$ cat src/fper_pkg.sv
// shared constants and types for the filter, pin and error configuration registers
package fper_pkg;

   // register addresses on the serial register port
   localparam logic [7:0] ADDR_FILTER_TYPE = 8'h1E;
   localparam logic [7:0] ADDR_WIDE_BW = 8'h1F;
   localparam logic [7:0] ADDR_PIN_DIR = 8'h20;
   localparam logic [7:0] ADDR_PIN_DATA = 8'h21;
   localparam logic [7:0] ADDR_ERR_SOURCES = 8'h22;
   localparam logic [7:0] ADDR_ERR_PINS = 8'h23;

   // every addressable register of this block resets to zero; the wideband select flops reset to all ones
   localparam logic [7:0] RESET_VALUE = 8'h00;
   localparam logic [7:0] ZERO_BYTE = 8'h00;

   // writable bits; everything else reads as zero except the latched error input status in bit 2 of the error pin register
   localparam logic [7:0] MASK_WIDE_BW = 8'h0F;
   localparam logic [7:0] MASK_ERR_SOURCES = 8'h38;
   localparam logic [7:0] MASK_ERR_PINS_RW = 8'h03;

   // filter type fields, two bits per channel
   localparam int NUM_CH = 4;
   localparam int FILT_W = 2;
   localparam int CH0_LSB = 0;
   localparam int CH1_LSB = 2;
   localparam int CH2_LSB = 4;
   localparam int CH3_LSB = 6;

   // error source enables
   localparam int SRC_OVERRANGE_BIT = 5;
   localparam int SRC_INTERNAL_BIT = 4;
   localparam int SRC_SERIAL_BIT = 3;

   // error pin control bits
   localparam int EPC_OUT_EN_BIT = 0;
   localparam int EPC_IN_EN_BIT = 1;
   localparam int EPC_IN_STATUS_BIT = 2;

   // general pins taken over by the error logic
   localparam int ERR_OUT_PIN = 7;
   localparam int ERR_IN_PIN = 6;

   typedef enum logic [1:0] {
      FPER_FILT_WIDEBAND = 2'b00,
      FPER_FILT_SINC6 = 2'b01,
      FPER_FILT_SINC3 = 2'b10,
      FPER_FILT_SINC3_REJ = 2'b11
   } fper_filter_t;

endpackage : fper_pkg

$ cat src/fper_error_combine.sv
// merges the enabled error sources into one active-high error level
`timescale 1ns/1ns

module fper_error_combine (
   // configuration
   input wire logic [7:0] sources,
   input wire logic [7:0] pin_ctrl,
   input wire logic overrange_monitor_enable,
   // error status from the other units
   input wire logic overrange_error,
   input wire logic internal_error,
   input wire logic serial_error,
   // upstream chain
   input wire logic chain_in,
   // result
   output logic error_level
);

   logic overrange_seen;
   logic chain_seen;

   always_comb begin
      overrange_seen = overrange_error & overrange_monitor_enable;
      chain_seen = chain_in & pin_ctrl[fper_pkg::EPC_IN_EN_BIT];
      error_level = (overrange_seen & sources[fper_pkg::SRC_OVERRANGE_BIT])
                  | (internal_error & sources[fper_pkg::SRC_INTERNAL_BIT])
                  | (serial_error & sources[fper_pkg::SRC_SERIAL_BIT])
                  | chain_seen;
   end

endmodule : fper_error_combine

$ cat src/fper_regs.sv
// filter selection, general pin and error pin configuration registers
`timescale 1ns/1ns

// Operation
// - filter field codes: 00 wideband, 01 sinc6, 10 sinc3, 11 sinc3 with rejection
// - filter fields: ch3 [7:6] down to ch0 [1:0], reset to wideband
// - bandwidth bit clear gives 0.433, set gives 0.10825 times output sample rate
// - bandwidth bit n serves channel n; bits [7:4] reserved, read only
// - direction bit n: 0 input, 1 output for general pin n
// - input pins read their live level; writes to those data bits ignored
// - output pins driven from written data bit, 1 high, 0 low
// - source bit 5 routes analog input overrange errors to the error output
// - source bit 4 routes internal errors to the error output
// - source bit 3 routes serial interface errors to the error output
// - control bit 0 turns the error output pin into the error output
// - control bit 1 accepts the error input pin and ors it in
// - enabled error input status is latched and read in bit 2
// - overrange counts only while the overrange monitor enable is set
module fper_regs (
   // clock and reset
   input wire logic clk,
   input wire logic rst_n,
   // register port
   input wire logic reg_write,
   input wire logic reg_read,
   input wire logic [7:0] reg_addr,
   input wire logic [7:0] reg_wdata,
   output logic [7:0] reg_rdata,
   output logic reg_rvalid,
   // filter configuration
   output logic [1:0] filter_type_ch0,
   output logic [1:0] filter_type_ch1,
   output logic [1:0] filter_type_ch2,
   output logic [1:0] filter_type_ch3,
   output logic [3:0] wideband_sel,
   output logic [3:0] sinc6_sel,
   output logic [3:0] sinc3_sel,
   output logic [3:0] sinc3_rej_sel,
   output logic wide_bw_ch0,
   output logic wide_bw_ch1,
   output logic wide_bw_ch2,
   output logic wide_bw_ch3,
   // general pins
   input wire logic [7:0] gpio_in,
   output logic [7:0] gpio_out,
   output logic [7:0] gpio_oe,
   // error status from the other units
   input wire logic overrange_monitor_enable,
   input wire logic overrange_error,
   input wire logic internal_error,
   input wire logic serial_error
);

   logic [7:0] filt_reg, filt_next;
   logic [7:0] bw_reg, bw_next;
   logic [7:0] dir_reg, dir_next;
   logic [7:0] data_reg, data_next;
   logic [7:0] src_reg, src_next;
   logic [7:0] epc_reg, epc_next;
   logic [7:0] rdata_reg, rdata_next;
   logic rvalid_reg, rvalid_next;
   logic [3:0] wb_reg, wb_next;
   logic [3:0] s6_reg, s6_next;
   logic [3:0] s3_reg, s3_next;
   logic [3:0] s3r_reg, s3r_next;
   logic [7:0] pout_reg, pout_next;
   logic [7:0] poe_reg, poe_next;
   logic error_level;
   logic [7:0] pin_readback;

   // one bit per channel whose field holds the given filter code
   function automatic logic [3:0] filter_match(input logic [7:0] sel,
                                               input fper_pkg::fper_filter_t kind);
      logic [3:0] hit;
      hit = 4'h0;
      for (int ch = 0; ch < fper_pkg::NUM_CH; ch++) begin
         hit[ch] = (sel[ch * fper_pkg::FILT_W +: fper_pkg::FILT_W] == kind);
      end
      return hit;
   endfunction : filter_match

   fper_error_combine u_error_combine (
      .sources(src_reg),
      .pin_ctrl(epc_reg),
      .overrange_monitor_enable(overrange_monitor_enable),
      .overrange_error(overrange_error),
      .internal_error(internal_error),
      .serial_error(serial_error),
      .chain_in(gpio_in[fper_pkg::ERR_IN_PIN]),
      .error_level(error_level)
   );

   always_comb begin
      filt_next = filt_reg;
      bw_next = bw_reg;
      dir_next = dir_reg;
      data_next = data_reg;
      src_next = src_reg;
      epc_next = epc_reg;
      rdata_next = fper_pkg::ZERO_BYTE;
      rvalid_next = reg_read;
      // input bits show the pin, output bits the stored value
      pin_readback = (data_reg & dir_reg) | (gpio_in & ~dir_reg);

      if (reg_write) begin
         if (reg_addr == fper_pkg::ADDR_FILTER_TYPE) begin
            filt_next = reg_wdata;
         end else if (reg_addr == fper_pkg::ADDR_WIDE_BW) begin
            bw_next = reg_wdata & fper_pkg::MASK_WIDE_BW;
         end else if (reg_addr == fper_pkg::ADDR_PIN_DIR) begin
            dir_next = reg_wdata;
         end else if (reg_addr == fper_pkg::ADDR_PIN_DATA) begin
            // input bits keep their old value
            data_next = (data_reg & ~dir_reg) | (reg_wdata & dir_reg);
         end else if (reg_addr == fper_pkg::ADDR_ERR_SOURCES) begin
            src_next = reg_wdata & fper_pkg::MASK_ERR_SOURCES;
         end else if (reg_addr == fper_pkg::ADDR_ERR_PINS) begin
            epc_next = (reg_wdata & fper_pkg::MASK_ERR_PINS_RW)
                     | (epc_reg & ~fper_pkg::MASK_ERR_PINS_RW);
         end
      end

      // status clears on a read of the control register; a new event wins
      if (reg_read && reg_addr == fper_pkg::ADDR_ERR_PINS) begin
         epc_next[fper_pkg::EPC_IN_STATUS_BIT] = 1'b0;
      end
      if (epc_reg[fper_pkg::EPC_IN_EN_BIT] && gpio_in[fper_pkg::ERR_IN_PIN]) begin
         epc_next[fper_pkg::EPC_IN_STATUS_BIT] = 1'b1;
      end

      if (reg_read) begin
         if (reg_addr == fper_pkg::ADDR_FILTER_TYPE) begin
            rdata_next = filt_reg;
         end else if (reg_addr == fper_pkg::ADDR_WIDE_BW) begin
            rdata_next = bw_reg;
         end else if (reg_addr == fper_pkg::ADDR_PIN_DIR) begin
            rdata_next = dir_reg;
         end else if (reg_addr == fper_pkg::ADDR_PIN_DATA) begin
            rdata_next = pin_readback;
         end else if (reg_addr == fper_pkg::ADDR_ERR_SOURCES) begin
            rdata_next = src_reg;
         end else if (reg_addr == fper_pkg::ADDR_ERR_PINS) begin
            rdata_next = epc_reg;
         end
      end

      wb_next = filter_match(filt_next, fper_pkg::FPER_FILT_WIDEBAND);
      s6_next = filter_match(filt_next, fper_pkg::FPER_FILT_SINC6);
      s3_next = filter_match(filt_next, fper_pkg::FPER_FILT_SINC3);
      s3r_next = filter_match(filt_next, fper_pkg::FPER_FILT_SINC3_REJ);

      poe_next = dir_reg;
      pout_next = data_reg & dir_reg;
      // the error input pin must not fight the upstream driver
      if (epc_reg[fper_pkg::EPC_IN_EN_BIT]) begin
         poe_next[fper_pkg::ERR_IN_PIN] = 1'b0;
         pout_next[fper_pkg::ERR_IN_PIN] = 1'b0;
      end
      // error output takes over its pin
      if (epc_reg[fper_pkg::EPC_OUT_EN_BIT]) begin
         poe_next[fper_pkg::ERR_OUT_PIN] = 1'b1;
         pout_next[fper_pkg::ERR_OUT_PIN] = error_level;
      end
   end

   always_ff @(posedge clk or negedge rst_n) begin
      if (!rst_n) begin
         filt_reg <= fper_pkg::RESET_VALUE;
         bw_reg <= fper_pkg::RESET_VALUE;
         dir_reg <= fper_pkg::RESET_VALUE;
         data_reg <= fper_pkg::RESET_VALUE;
         src_reg <= fper_pkg::RESET_VALUE;
         epc_reg <= fper_pkg::RESET_VALUE;
         rdata_reg <= fper_pkg::ZERO_BYTE;
         rvalid_reg <= 1'b0;
         wb_reg <= {fper_pkg::NUM_CH{1'b1}};
         s6_reg <= 4'h0;
         s3_reg <= 4'h0;
         s3r_reg <= 4'h0;
         pout_reg <= fper_pkg::ZERO_BYTE;
         poe_reg <= fper_pkg::ZERO_BYTE;
      end else begin
         filt_reg <= filt_next;
         bw_reg <= bw_next;
         dir_reg <= dir_next;
         data_reg <= data_next;
         src_reg <= src_next;
         epc_reg <= epc_next;
         rdata_reg <= rdata_next;
         rvalid_reg <= rvalid_next;
         wb_reg <= wb_next;
         s6_reg <= s6_next;
         s3_reg <= s3_next;
         s3r_reg <= s3r_next;
         pout_reg <= pout_next;
         poe_reg <= poe_next;
      end
   end

   assign reg_rdata = rdata_reg;
   assign reg_rvalid = rvalid_reg;
   assign filter_type_ch0 = filt_reg[fper_pkg::CH0_LSB +: fper_pkg::FILT_W];
   assign filter_type_ch1 = filt_reg[fper_pkg::CH1_LSB +: fper_pkg::FILT_W];
   assign filter_type_ch2 = filt_reg[fper_pkg::CH2_LSB +: fper_pkg::FILT_W];
   assign filter_type_ch3 = filt_reg[fper_pkg::CH3_LSB +: fper_pkg::FILT_W];
   assign wideband_sel = wb_reg;
   assign sinc6_sel = s6_reg;
   assign sinc3_sel = s3_reg;
   assign sinc3_rej_sel = s3r_reg;
   // set bit selects the narrow wideband bandwidth
   assign wide_bw_ch0 = bw_reg[0];
   assign wide_bw_ch1 = bw_reg[1];
   assign wide_bw_ch2 = bw_reg[2];
   assign wide_bw_ch3 = bw_reg[3];
   assign gpio_out = pout_reg;
   assign gpio_oe = poe_reg;

   property p_filter_decode;
      @(posedge clk) disable iff (!rst_n)
         (wideband_sel[3] == (filter_type_ch3 == 2'b00))
         && (sinc6_sel[1] == (filter_type_ch1 == 2'b01))
         && (sinc3_sel[2] == (filter_type_ch2 == 2'b10))
         && (sinc3_rej_sel[0] == (filter_type_ch0 == 2'b11));
   endproperty
   a_filter_decode: assert property (p_filter_decode) else $error("filter decode wrong");

   property p_filter_write;
      @(posedge clk) disable iff (!rst_n)
         (reg_write && reg_addr == fper_pkg::ADDR_FILTER_TYPE)
         |=> (filter_type_ch3 == $past(reg_wdata[7:6]))
             && (filter_type_ch0 == $past(reg_wdata[1:0]));
   endproperty
   a_filter_write: assert property (p_filter_write) else $error("filter field misplaced");

   property p_bw_write;
      @(posedge clk) disable iff (!rst_n)
         (reg_write && reg_addr == fper_pkg::ADDR_WIDE_BW)
         |=> (wide_bw_ch3 == $past(reg_wdata[3])) && (wide_bw_ch0 == $past(reg_wdata[0]));
   endproperty
   a_bw_write: assert property (p_bw_write) else $error("bandwidth bit misplaced");

   property p_reserved_zero;
      @(posedge clk) disable iff (!rst_n)
         (reg_read && (reg_addr == fper_pkg::ADDR_WIDE_BW || reg_addr == fper_pkg::ADDR_ERR_SOURCES))
         |=> (reg_rdata[7:6] == 2'b00) && (reg_rdata[2:0] == 3'b000 || reg_rdata[7:4] == 4'h0);
   endproperty
   a_reserved_zero: assert property (p_reserved_zero) else $error("reserved bits not zero");

   property p_pin_dir;
      @(posedge clk) disable iff (!rst_n)
         ##1 gpio_oe[0] == $past(dir_reg[0]);
   endproperty
   a_pin_dir: assert property (p_pin_dir) else $error("pin direction not followed");

   property p_input_read;
      @(posedge clk) disable iff (!rst_n)
         (reg_read && reg_addr == fper_pkg::ADDR_PIN_DATA && !dir_reg[0])
         |=> reg_rdata[0] == $past(gpio_in[0]);
   endproperty
   a_input_read: assert property (p_input_read) else $error("input pin level not read");

   property p_output_drive;
      @(posedge clk) disable iff (!rst_n)
         (reg_write && reg_addr == fper_pkg::ADDR_PIN_DATA && dir_reg[1] && !reg_read)
         |=> ##1 gpio_out[1] == $past(reg_wdata[1], 2);
   endproperty
   a_output_drive: assert property (p_output_drive) else $error("output pin level wrong");

   property p_overrange_route;
      @(posedge clk) disable iff (!rst_n)
         (epc_reg[0] && src_reg[5] && overrange_error && overrange_monitor_enable)
         |=> gpio_out[7] && gpio_oe[7];
   endproperty
   a_overrange_route: assert property (p_overrange_route) else $error("overrange not reported");

   property p_internal_route;
      @(posedge clk) disable iff (!rst_n)
         (epc_reg[0] && src_reg[4] && internal_error) |=> gpio_out[7];
   endproperty
   a_internal_route: assert property (p_internal_route) else $error("internal error lost");

   property p_serial_route;
      @(posedge clk) disable iff (!rst_n)
         (epc_reg[0] && src_reg[3] && serial_error) |=> gpio_out[7];
   endproperty
   a_serial_route: assert property (p_serial_route) else $error("serial error lost");

   property p_quiet_output;
      @(posedge clk) disable iff (!rst_n)
         (epc_reg[0] && !epc_reg[1] && !(src_reg[5] && overrange_error && overrange_monitor_enable)
          && !(src_reg[4] && internal_error) && !(src_reg[3] && serial_error))
         |=> !gpio_out[7];
   endproperty
   a_quiet_output: assert property (p_quiet_output) else $error("error output without cause");

   property p_monitor_gate;
      @(posedge clk) disable iff (!rst_n)
         (epc_reg[0] && src_reg == 8'h20 && !epc_reg[1] && !overrange_monitor_enable)
         |=> !gpio_out[7];
   endproperty
   a_monitor_gate: assert property (p_monitor_gate) else $error("overrange passed unmonitored");

   property p_chain_in;
      @(posedge clk) disable iff (!rst_n)
         (epc_reg[0] && epc_reg[1] && gpio_in[6]) |=> gpio_out[7] && epc_reg[2];
   endproperty
   a_chain_in: assert property (p_chain_in) else $error("chained error not ored or latched");

   property p_status_hold;
      @(posedge clk) disable iff (!rst_n)
         (epc_reg[2] && !(reg_read && reg_addr == fper_pkg::ADDR_ERR_PINS)) |=> epc_reg[2];
   endproperty
   a_status_hold: assert property (p_status_hold) else $error("latched status dropped");

   property p_out_disabled;
      @(posedge clk) disable iff (!rst_n)
         !epc_reg[0] |=> gpio_oe[7] == $past(dir_reg[7]);
   endproperty
   a_out_disabled: assert property (p_out_disabled) else $error("error pin taken while off");

endmodule : fper_regs

$ cat config.mk
export PLATFORM = sky130hd
export DESIGN_NAME = fper_regs
export DESIGN_NICKNAME = d
export VERILOG_FILES = /design/src/fper_pkg.sv /design/src/fper_error_combine.sv /design/src/fper_regs.sv
export SDC_FILE = /design/constraint.sdc
export NUM_CORES = 1
export LEC_CHECK = 0
export ABC_AREA = 1
export BUFFER_PORTS_ARGS = -buffer_cell sky130_fd_sc_hd__clkbuf_2
export CORE_ASPECT_RATIO = 1.5
export CORE_MARGIN = 3
export CORE_UTILIZATION = 49
export CTS_BUF_LIST = sky130_fd_sc_hd__clkbuf_4 sky130_fd_sc_hd__clkbuf_8
export DETAILED_ROUTE_END_ITERATION = 7
export PLACE_DENSITY = 0.84
export RECOVER_POWER = 100
export SLEW_MARGIN = 0
export SYNTH_ARGS = -nofsm -noshare
export SYNTH_HDL_FRONTEND = slang
export SYNTH_SLANG_ARGS = --single-unit
$ cat constraint.sdc
create_clock -name clk -period 1 [get_ports clk]
set_input_delay 0.3 -clock clk [delete_from_list [all_inputs] [get_ports clk]]
set_output_delay 0.3 -clock clk [all_outputs]
set_load 0.01 [all_outputs]
==> results_dict.tcl, run 1 <==
set metrics [dict create \
    ys_seq_elements 75 \
    grt_start_max_net_pins 45 \
    synthSimpleGateAreaFrac 0.229 \
    timing.final.crit_period_ns 1.31 \
    grt_pass1_vias 3446 \
    cts_buffers 9 \
    startpoint "reg_addr[6]" \
    hold_violations 0 \
    rsz0062_at_grt "yes" \
    rr_startpoint "dir_reg[2]" \
    startpoint_type "input pin" \
    htree_levels 3 \
    num_vias 3482 \
    syn_inst 357 \
    worst_pin_slew_ns 0.484 \
    ys_warn_count 0 \
    clk_pin_slew_ns 0.08 \
    critical_path_class "in2reg" \
    p_leak_nw 2.68 \
    crit_fanout 5 \
    die_w_um 72.5 \
    synthMuxAreaShare 0.00462 \
    boundaryPins 85 \
    synth_cell_type_count 26 \
    wl_per_cell_um 22.1 \
    maxSlewViolCount 0 \
    fin_crit_sh 1.31 \
    fin_nets 555 \
    synth_top_area_cell "dfrtp_1" \
    die_h_um 106 \
    p_per_area_nw_per_um2 1300 \
    cap_viol_max_count 0 \
    relSlewSlack 0.677 \
    synth_area_leaders "dfrtp_1 55%, nand2_1 11%, inv_1 5.2%" \
    syn_nets 389 \
    row_count 35 \
    wl_mm 13.3 \
    drc_errors 0 \
    tritoncts "done" \
    synth_edf_count 0 \
    gp_congestion 0.859 \
    antenna_found_initial 0 \
    yosysMostFrequentCell "nand2_1" \
    core_area_um2 6310 \
    synth-adder-area-share 0 \
    finalWorstSetupSlack_ns -0.308 \
    setup-tns-final_ns -19.12 \
    first_pass_iters 5 \
    placed_cells 553 \
    synth_compound_area_frac 0.107 \
    synth_flop_cell "dfrtp_1" \
    ant_nets 0 \
    worstPathArrival_ns 1.57 \
    cts_buffer_depth 2 \
    synth_common_cells "97 x nand2_1, 71 x dfrtp_1, 45 x inv_1, 26 x nor2_1, 23 x o21ai_0" \
    start_util 0.516 \
    required_ns 1.27 \
    yosysSeqAreaShare 0.579 \
    synth_top_family_by_area "simple AND/OR/NAND/NOR gates" \
    area_growth_pct 64.3 \
    endpoint_kind "register" \
    overflow 0 \
    drive_above_1_share 0.600 \
    status "finished, violations left" \
    hpwlAfterDp_mm 6.12 \
    syn-mean-instance-area_um2 9.11 \
    fin_cells 602 \
    avgViaCountPerCell 5.78 \
    syn_area_um2 3250 \
    die_area_um2 7670 \
    antenna_cells 0 \
    design_power_total_mw 6.92 \
    fmax_mhz 764 \
    dpl_worst_slack_ns -0.543 \
    numPortBuffers 84 \
    grt_pass1_wl_mm 17.3 \
    finClkSkew_ns 0.00429 \
    hp-start "reg_wdata[0]" \
    async_flop_share 1.00 \
    first_iter_violations 299 \
    violations "negative setup slack" \
    cts-root-buf "clkbuf_8" \
    min_path_type "in2reg" \
    synth-xor-area-share 0 \
    clock-sinks 75 \
    clk_latency_ns 0.35 \
    grt_use_total 0.299 \
    peakVddDrop_mv 1.41 \
    setup_viol 162 \
    yosys.area.top_type_share 0.546 \
]
==> logic make-up (layout without fill, tap and decap cells) <==
kind of cell,after synthesis,in the layout
simple gates,159,160
flops,75,75
compound gates,62,62
buf+inv,60,230
mux,1,1
==> critical path: stages <==
cell and delay [ns]:
clkbuf_16 0.14, nor2_4 0.13, buf_6 0.12, nand3_4 0.08, nor2_4 0.28, nand2_4 0.14
buf_6 0.17, a21oi_1 0.19
==> power by group <==
part	leakage [nW]	internal (mW)	switching (mW)
Clock	0.117	1.53	1.14
Sequential	0.937	3.16	0.0947
Combinational	1.63	0.402	0.597
Total	2.68	5.09	1.83
==> path summary, 6_finish.rpt <==
check | end | slack (ns) | cells after the start
setup / recovery | dir_reg[6] | -0.31 | 8
hold / removal | data_reg[0] | 0.23 | 3
setup reg to reg | reg_rdata[2] | -0.20 | 6
hold reg to reg | gpio_oe[5] | 0.43 | 0
max in group asynchronous | wideband_sel[2] | -0.07 | 3
min in group asynchronous | filt_reg[1] | 0.41 | 2
==> cells in the final DEF (no fill, tap or decap), types with 7 or more instances in the layout <==
| master | count |
|---|---|
| o21ai_1 | 7 |
| nor2_4 | 12 |
| o21ai_4 | 10 |
| inv_1 | 34 |
| a21oi_2 | 10 |
| buf_6 | 25 |
| clkbuf_8 | 13 |
| a21oi_1 | 8 |
| nor2_1 | 8 |
| nand2_1 | 57 |
| nand2_4 | 11 |
| inv_2 | 16 |
| buf_4 | 45 |
| nand3_2 | 8 |
| dfrtp_1 | 71 |
| clkbuf_2 | 68 |
| o21ai_2 | 12 |
| nand2_2 | 32 |
| nor2_2 | 13 |
| o21ai_0 | 8 |
==> through the flow <==
step,cell area (um2),utilization,hold slack [ns]
floorplan,3420,-,0.00441
global placement,4240,0.672,0.121
detailed placement,4240,0.672,0.123
CTS,4960,0.786,0.215
global route,5340,0.847,0.231
finish,5340,0.847,0.232
==> routing by layer <==
metal	share of wire	routed length, um	track usage
met1	0.33	4350	0.338
met2	0.52	6910	0.512
met3	0.071	943	0.0534
met4	0.083	1100	0.178
met5	0	0	0
==> timing repair <==
item | in CTS | in global routing
gates cloned | 3 | 0
hold buffers | 1 | 0
endpoints found under the hold margin | 72 | 0
pin swaps | 40 | 55
setup endpoints to repair | 111 | 112
setup buffers | 17 | 12
gates resized for setup | 81 | 100
==> layout make-up <==
cell class	count	area, um2
inverters	56	249
clock buffers	12	153
multi-input cells	223	1680
flip-flops and latches	75	1880
fillers	311	963
repair buffers	158	1210
well taps	74	92.6
clock inverters	4	73.8
Power figures use the tool's default switching activity.
==> run 2, diff against run 1 <==
--- a/config.mk
+++ b/config.mk
@@ -9,11 +9,12 @@
 export BUFFER_PORTS_ARGS = -buffer_cell sky130_fd_sc_hd__clkbuf_2
 export CORE_ASPECT_RATIO = 1.5
 export CORE_MARGIN = 3
-export CORE_UTILIZATION = 49
+export CORE_UTILIZATION = 54
 export CTS_BUF_LIST = sky130_fd_sc_hd__clkbuf_4 sky130_fd_sc_hd__clkbuf_8
 export DETAILED_ROUTE_END_ITERATION = 7
-export PLACE_DENSITY = 0.84
+export PLACE_DENSITY = 0.87
 export RECOVER_POWER = 100
+export SETUP_SLACK_MARGIN = 0.4
 export SLEW_MARGIN = 0
 export SYNTH_ARGS = -nofsm -noshare
 export SYNTH_HDL_FRONTEND = slang
==> constraint.sdc (replaced) <==
create_clock -name clk -period 1.4 [get_ports clk]
set_input_delay 0.42 -clock clk [delete_from_list [all_inputs] [get_ports clk]]
set_output_delay 0.42 -clock clk [all_outputs]
set_load 0.01 [all_outputs]
==> run 2 against run 1 <==
Compared with the run above:
- the flow still finishes with violations (negative setup slack)
- clock skew is 0.0049 ns higher
- sequential cell count stayed put
- combinational power is 26% lower
- critical path depth is 1 lower
- hold slack better by 0.11 ns
- power is 27% lower
- critical endpoint is now reg_rdata[5]
==> results_dict.tcl, run 2 (synthesis results as in run 1) <==
set metrics [dict create \
    status "finished, violations left" \
    violations "negative setup slack" \
    grt_start_max_net_pins 76 \
    drive_above_1_share 0.646 \
    fill_cells 141 \
    cts_buffer_depth 2 \
    setup-tns-final_ns -1.33 \
    crit_path_top_delay_cell "dfrtp_1" \
    peakVddDrop_mv 1.05 \
    timing.final.crit_period_ns 1.55 \
    grt_pass1_vias 3552 \
    crit_end "reg_rdata[5]" \
    worstPathCellList "inv_1 > a21oi_1 > nand2_2 > nand2_2 > nand2_2 > nand2_2 > a21oi_2" \
    path_delay_family "flip-flops" \
    critical_path_class "reg2reg" \
    clock-sinks 75 \
    boundaryPins 85 \
    worstPathArrival_ns 1.81 \
    cap_viol_max_count 0 \
    reg2reg_depth 7 \
    grt_pass1_wl_mm 18.7 \
    core_area_um2 5830 \
    startpoint_type "register" \
    place_area_um2 4110 \
    worst_pin_slew_ns 1.02 \
    wl_mm 16.5 \
    start_util 0.558 \
    pwr-share-seq 0.464 \
    cp.buffers_inverters 1 \
    final_cell_mix "69 x dfrtp_1, 46 x buf_2, 38 x nand2_2, 38 x nand2_1, 37 x buf_4" \
    fmax_mhz 646 \
    hpwlAfterDp_mm 5.86 \
    hold_buffers 0 \
    switchingPower_mw 1.45 \
    clkPwrFrac 0.390 \
    design_power_total_mw 5.05 \
    p_per_area_nw_per_um2 912 \
    relSlewSlack 0.320 \
    clk_latency_ns 0.37 \
    fin_crit_sh 1.11 \
    num_vias 3827 \
    crit_fanout 6 \
    r2r_slack_ns -0.15 \
    p_int_mw 3.59 \
    numPortBuffers 84 \
    startpoint "dir_reg[5]" \
    cpPeakStageDelay_ns 0.56 \
    die_w_um 69.4 \
    p_leak_nw 2.80 \
    antenna_found_initial 0 \
    overflow 0 \
    grt_use_total 0.356 \
    fin_hold_ws_ns 0.338 \
    path_common_cell "nand2_2" \
    pwr-share-comb 0.146 \
    first_iter_violations 393 \
    rr_endpoint "reg_rdata[5]" \
    tritoncts "done" \
    setup_viol 33 \
    finClkSkew_ns 0.00922 \
    clk_pin_slew_ns 0.09 \
    area_growth_pct 70.2 \
    gp_congestion 0.912 \
    rr_startpoint "dir_reg[5]" \
    fin_nets 549 \
    required_ns 1.66 \
    drc_errors 0 \
    wl_per_cell_um 27.8 \
    ant_nets 0 \
    hold_violations 0 \
    finalWorstSetupSlack_ns -0.149 \
    regArea_um2 1880 \
    avgViaCountPerCell 6.44 \
    switching_share 0.288 \
    maxSlewViolCount 0 \
    rsz0062_at_grt "yes" \
    row_count 34 \
    fin_util 0.950 \
    layout_commonest_cell "dfrtp_1" \
    finish.instance_area_um2 5540 \
    multiInputGateArea_um2 1800 \
    die_area_um2 7010 \
    cp.depth 7 \
    die_h_um 101 \
    cts-root-buf "clkbuf_8" \
    antenna_cells 0 \
    first_pass_iters 6 \
    endpoint_kind "register" \
    min_path_type "in2reg" \
    htree_levels 3 \
    cts_buffers 9 \
]
-- run 2: cell count changes in the layout (fill, tap and decap cells not counted), sizes merged --
cell,change
clkinvlp,+2
clkbuf,-53
inv,-1
dlygate4sd3,-1
clkinv,+1
buf,+46
-- run 2: layout make-up --
cell class,instances,share of cell area
clock buffers,10,0.0249
inverters,56,0.0488
well taps,72,0.0163
multi-input cells,223,0.325
clock inverters,6,0.0160
repair buffers,152,0.228
flip-flops and latches,75,0.340
-- run 2: worst min-delay path by stage --
stage | start | to | slack (ns) | cells past startpoint
floorplan | rst_n | bw_reg[0] | 0.12 | 0
global placement | data_reg[6] | data_reg[6] | 0.45 | 2
detailed placement | dir_reg[0] | gpio_oe[0] | 0.45 | 0
CTS | rst_n | reg_rdata[5] | 0.06 | 2
global route | reg_wdata[0] | data_reg[0] | 0.35 | 3
finish | reg_wdata[0] | data_reg[0] | 0.34 | 3
-- run 2: worst reg2reg max path, cell delays in order, from the launching register on --
cell and delay (ns):
dfrtp_1 0.56, inv_1 0.17, a21oi_1 0.30, nand2_2 0.12
nand2_2 0.08, nand2_2 0.07, nand2_2 0.08, a21oi_2 0.06
-- run 2: power by group through the flow --
stage | sequential (mW) | clock, mW | combinational (mW)
3_3_place_gp | 2.35 | 0 | 0.445
3_5_place_dp | 2.36 | 0 | 0.462
2_1_floorplan | 2.38 | 0 | 0.186
4_1_cts | 2.32 | 1.90 | 0.567
5_1_grt | 2.35 | 2.03 | 0.765
6_report | 2.34 | 1.97 | 0.737
-- run 2: repair_timing --
item                       4_1_cts  5_1_grt
buffers inserted                20       22
setup endpoints to repair      111      112
pin swaps                       40       58
cloned                           3        0
resized for setup              109      171
-- run 2: routing by layer --
layer	GRT usage	up-vias	wire, um
met2	0.610	412	7810
li1	-	1446	-
met4	0.272	0	1870
met5	0	-	0
met3	0.0679	191	1680
met1	0.388	1778	5130
-- run 2: through the flow --
stage	instances	worst slack [ns]
after floorplan	357	0.0161
after global placement	533	-0.304
after detailed placement	533	-0.399
after CTS	572	-0.0320
after global routing	594	-0.221
final	594	-0.149
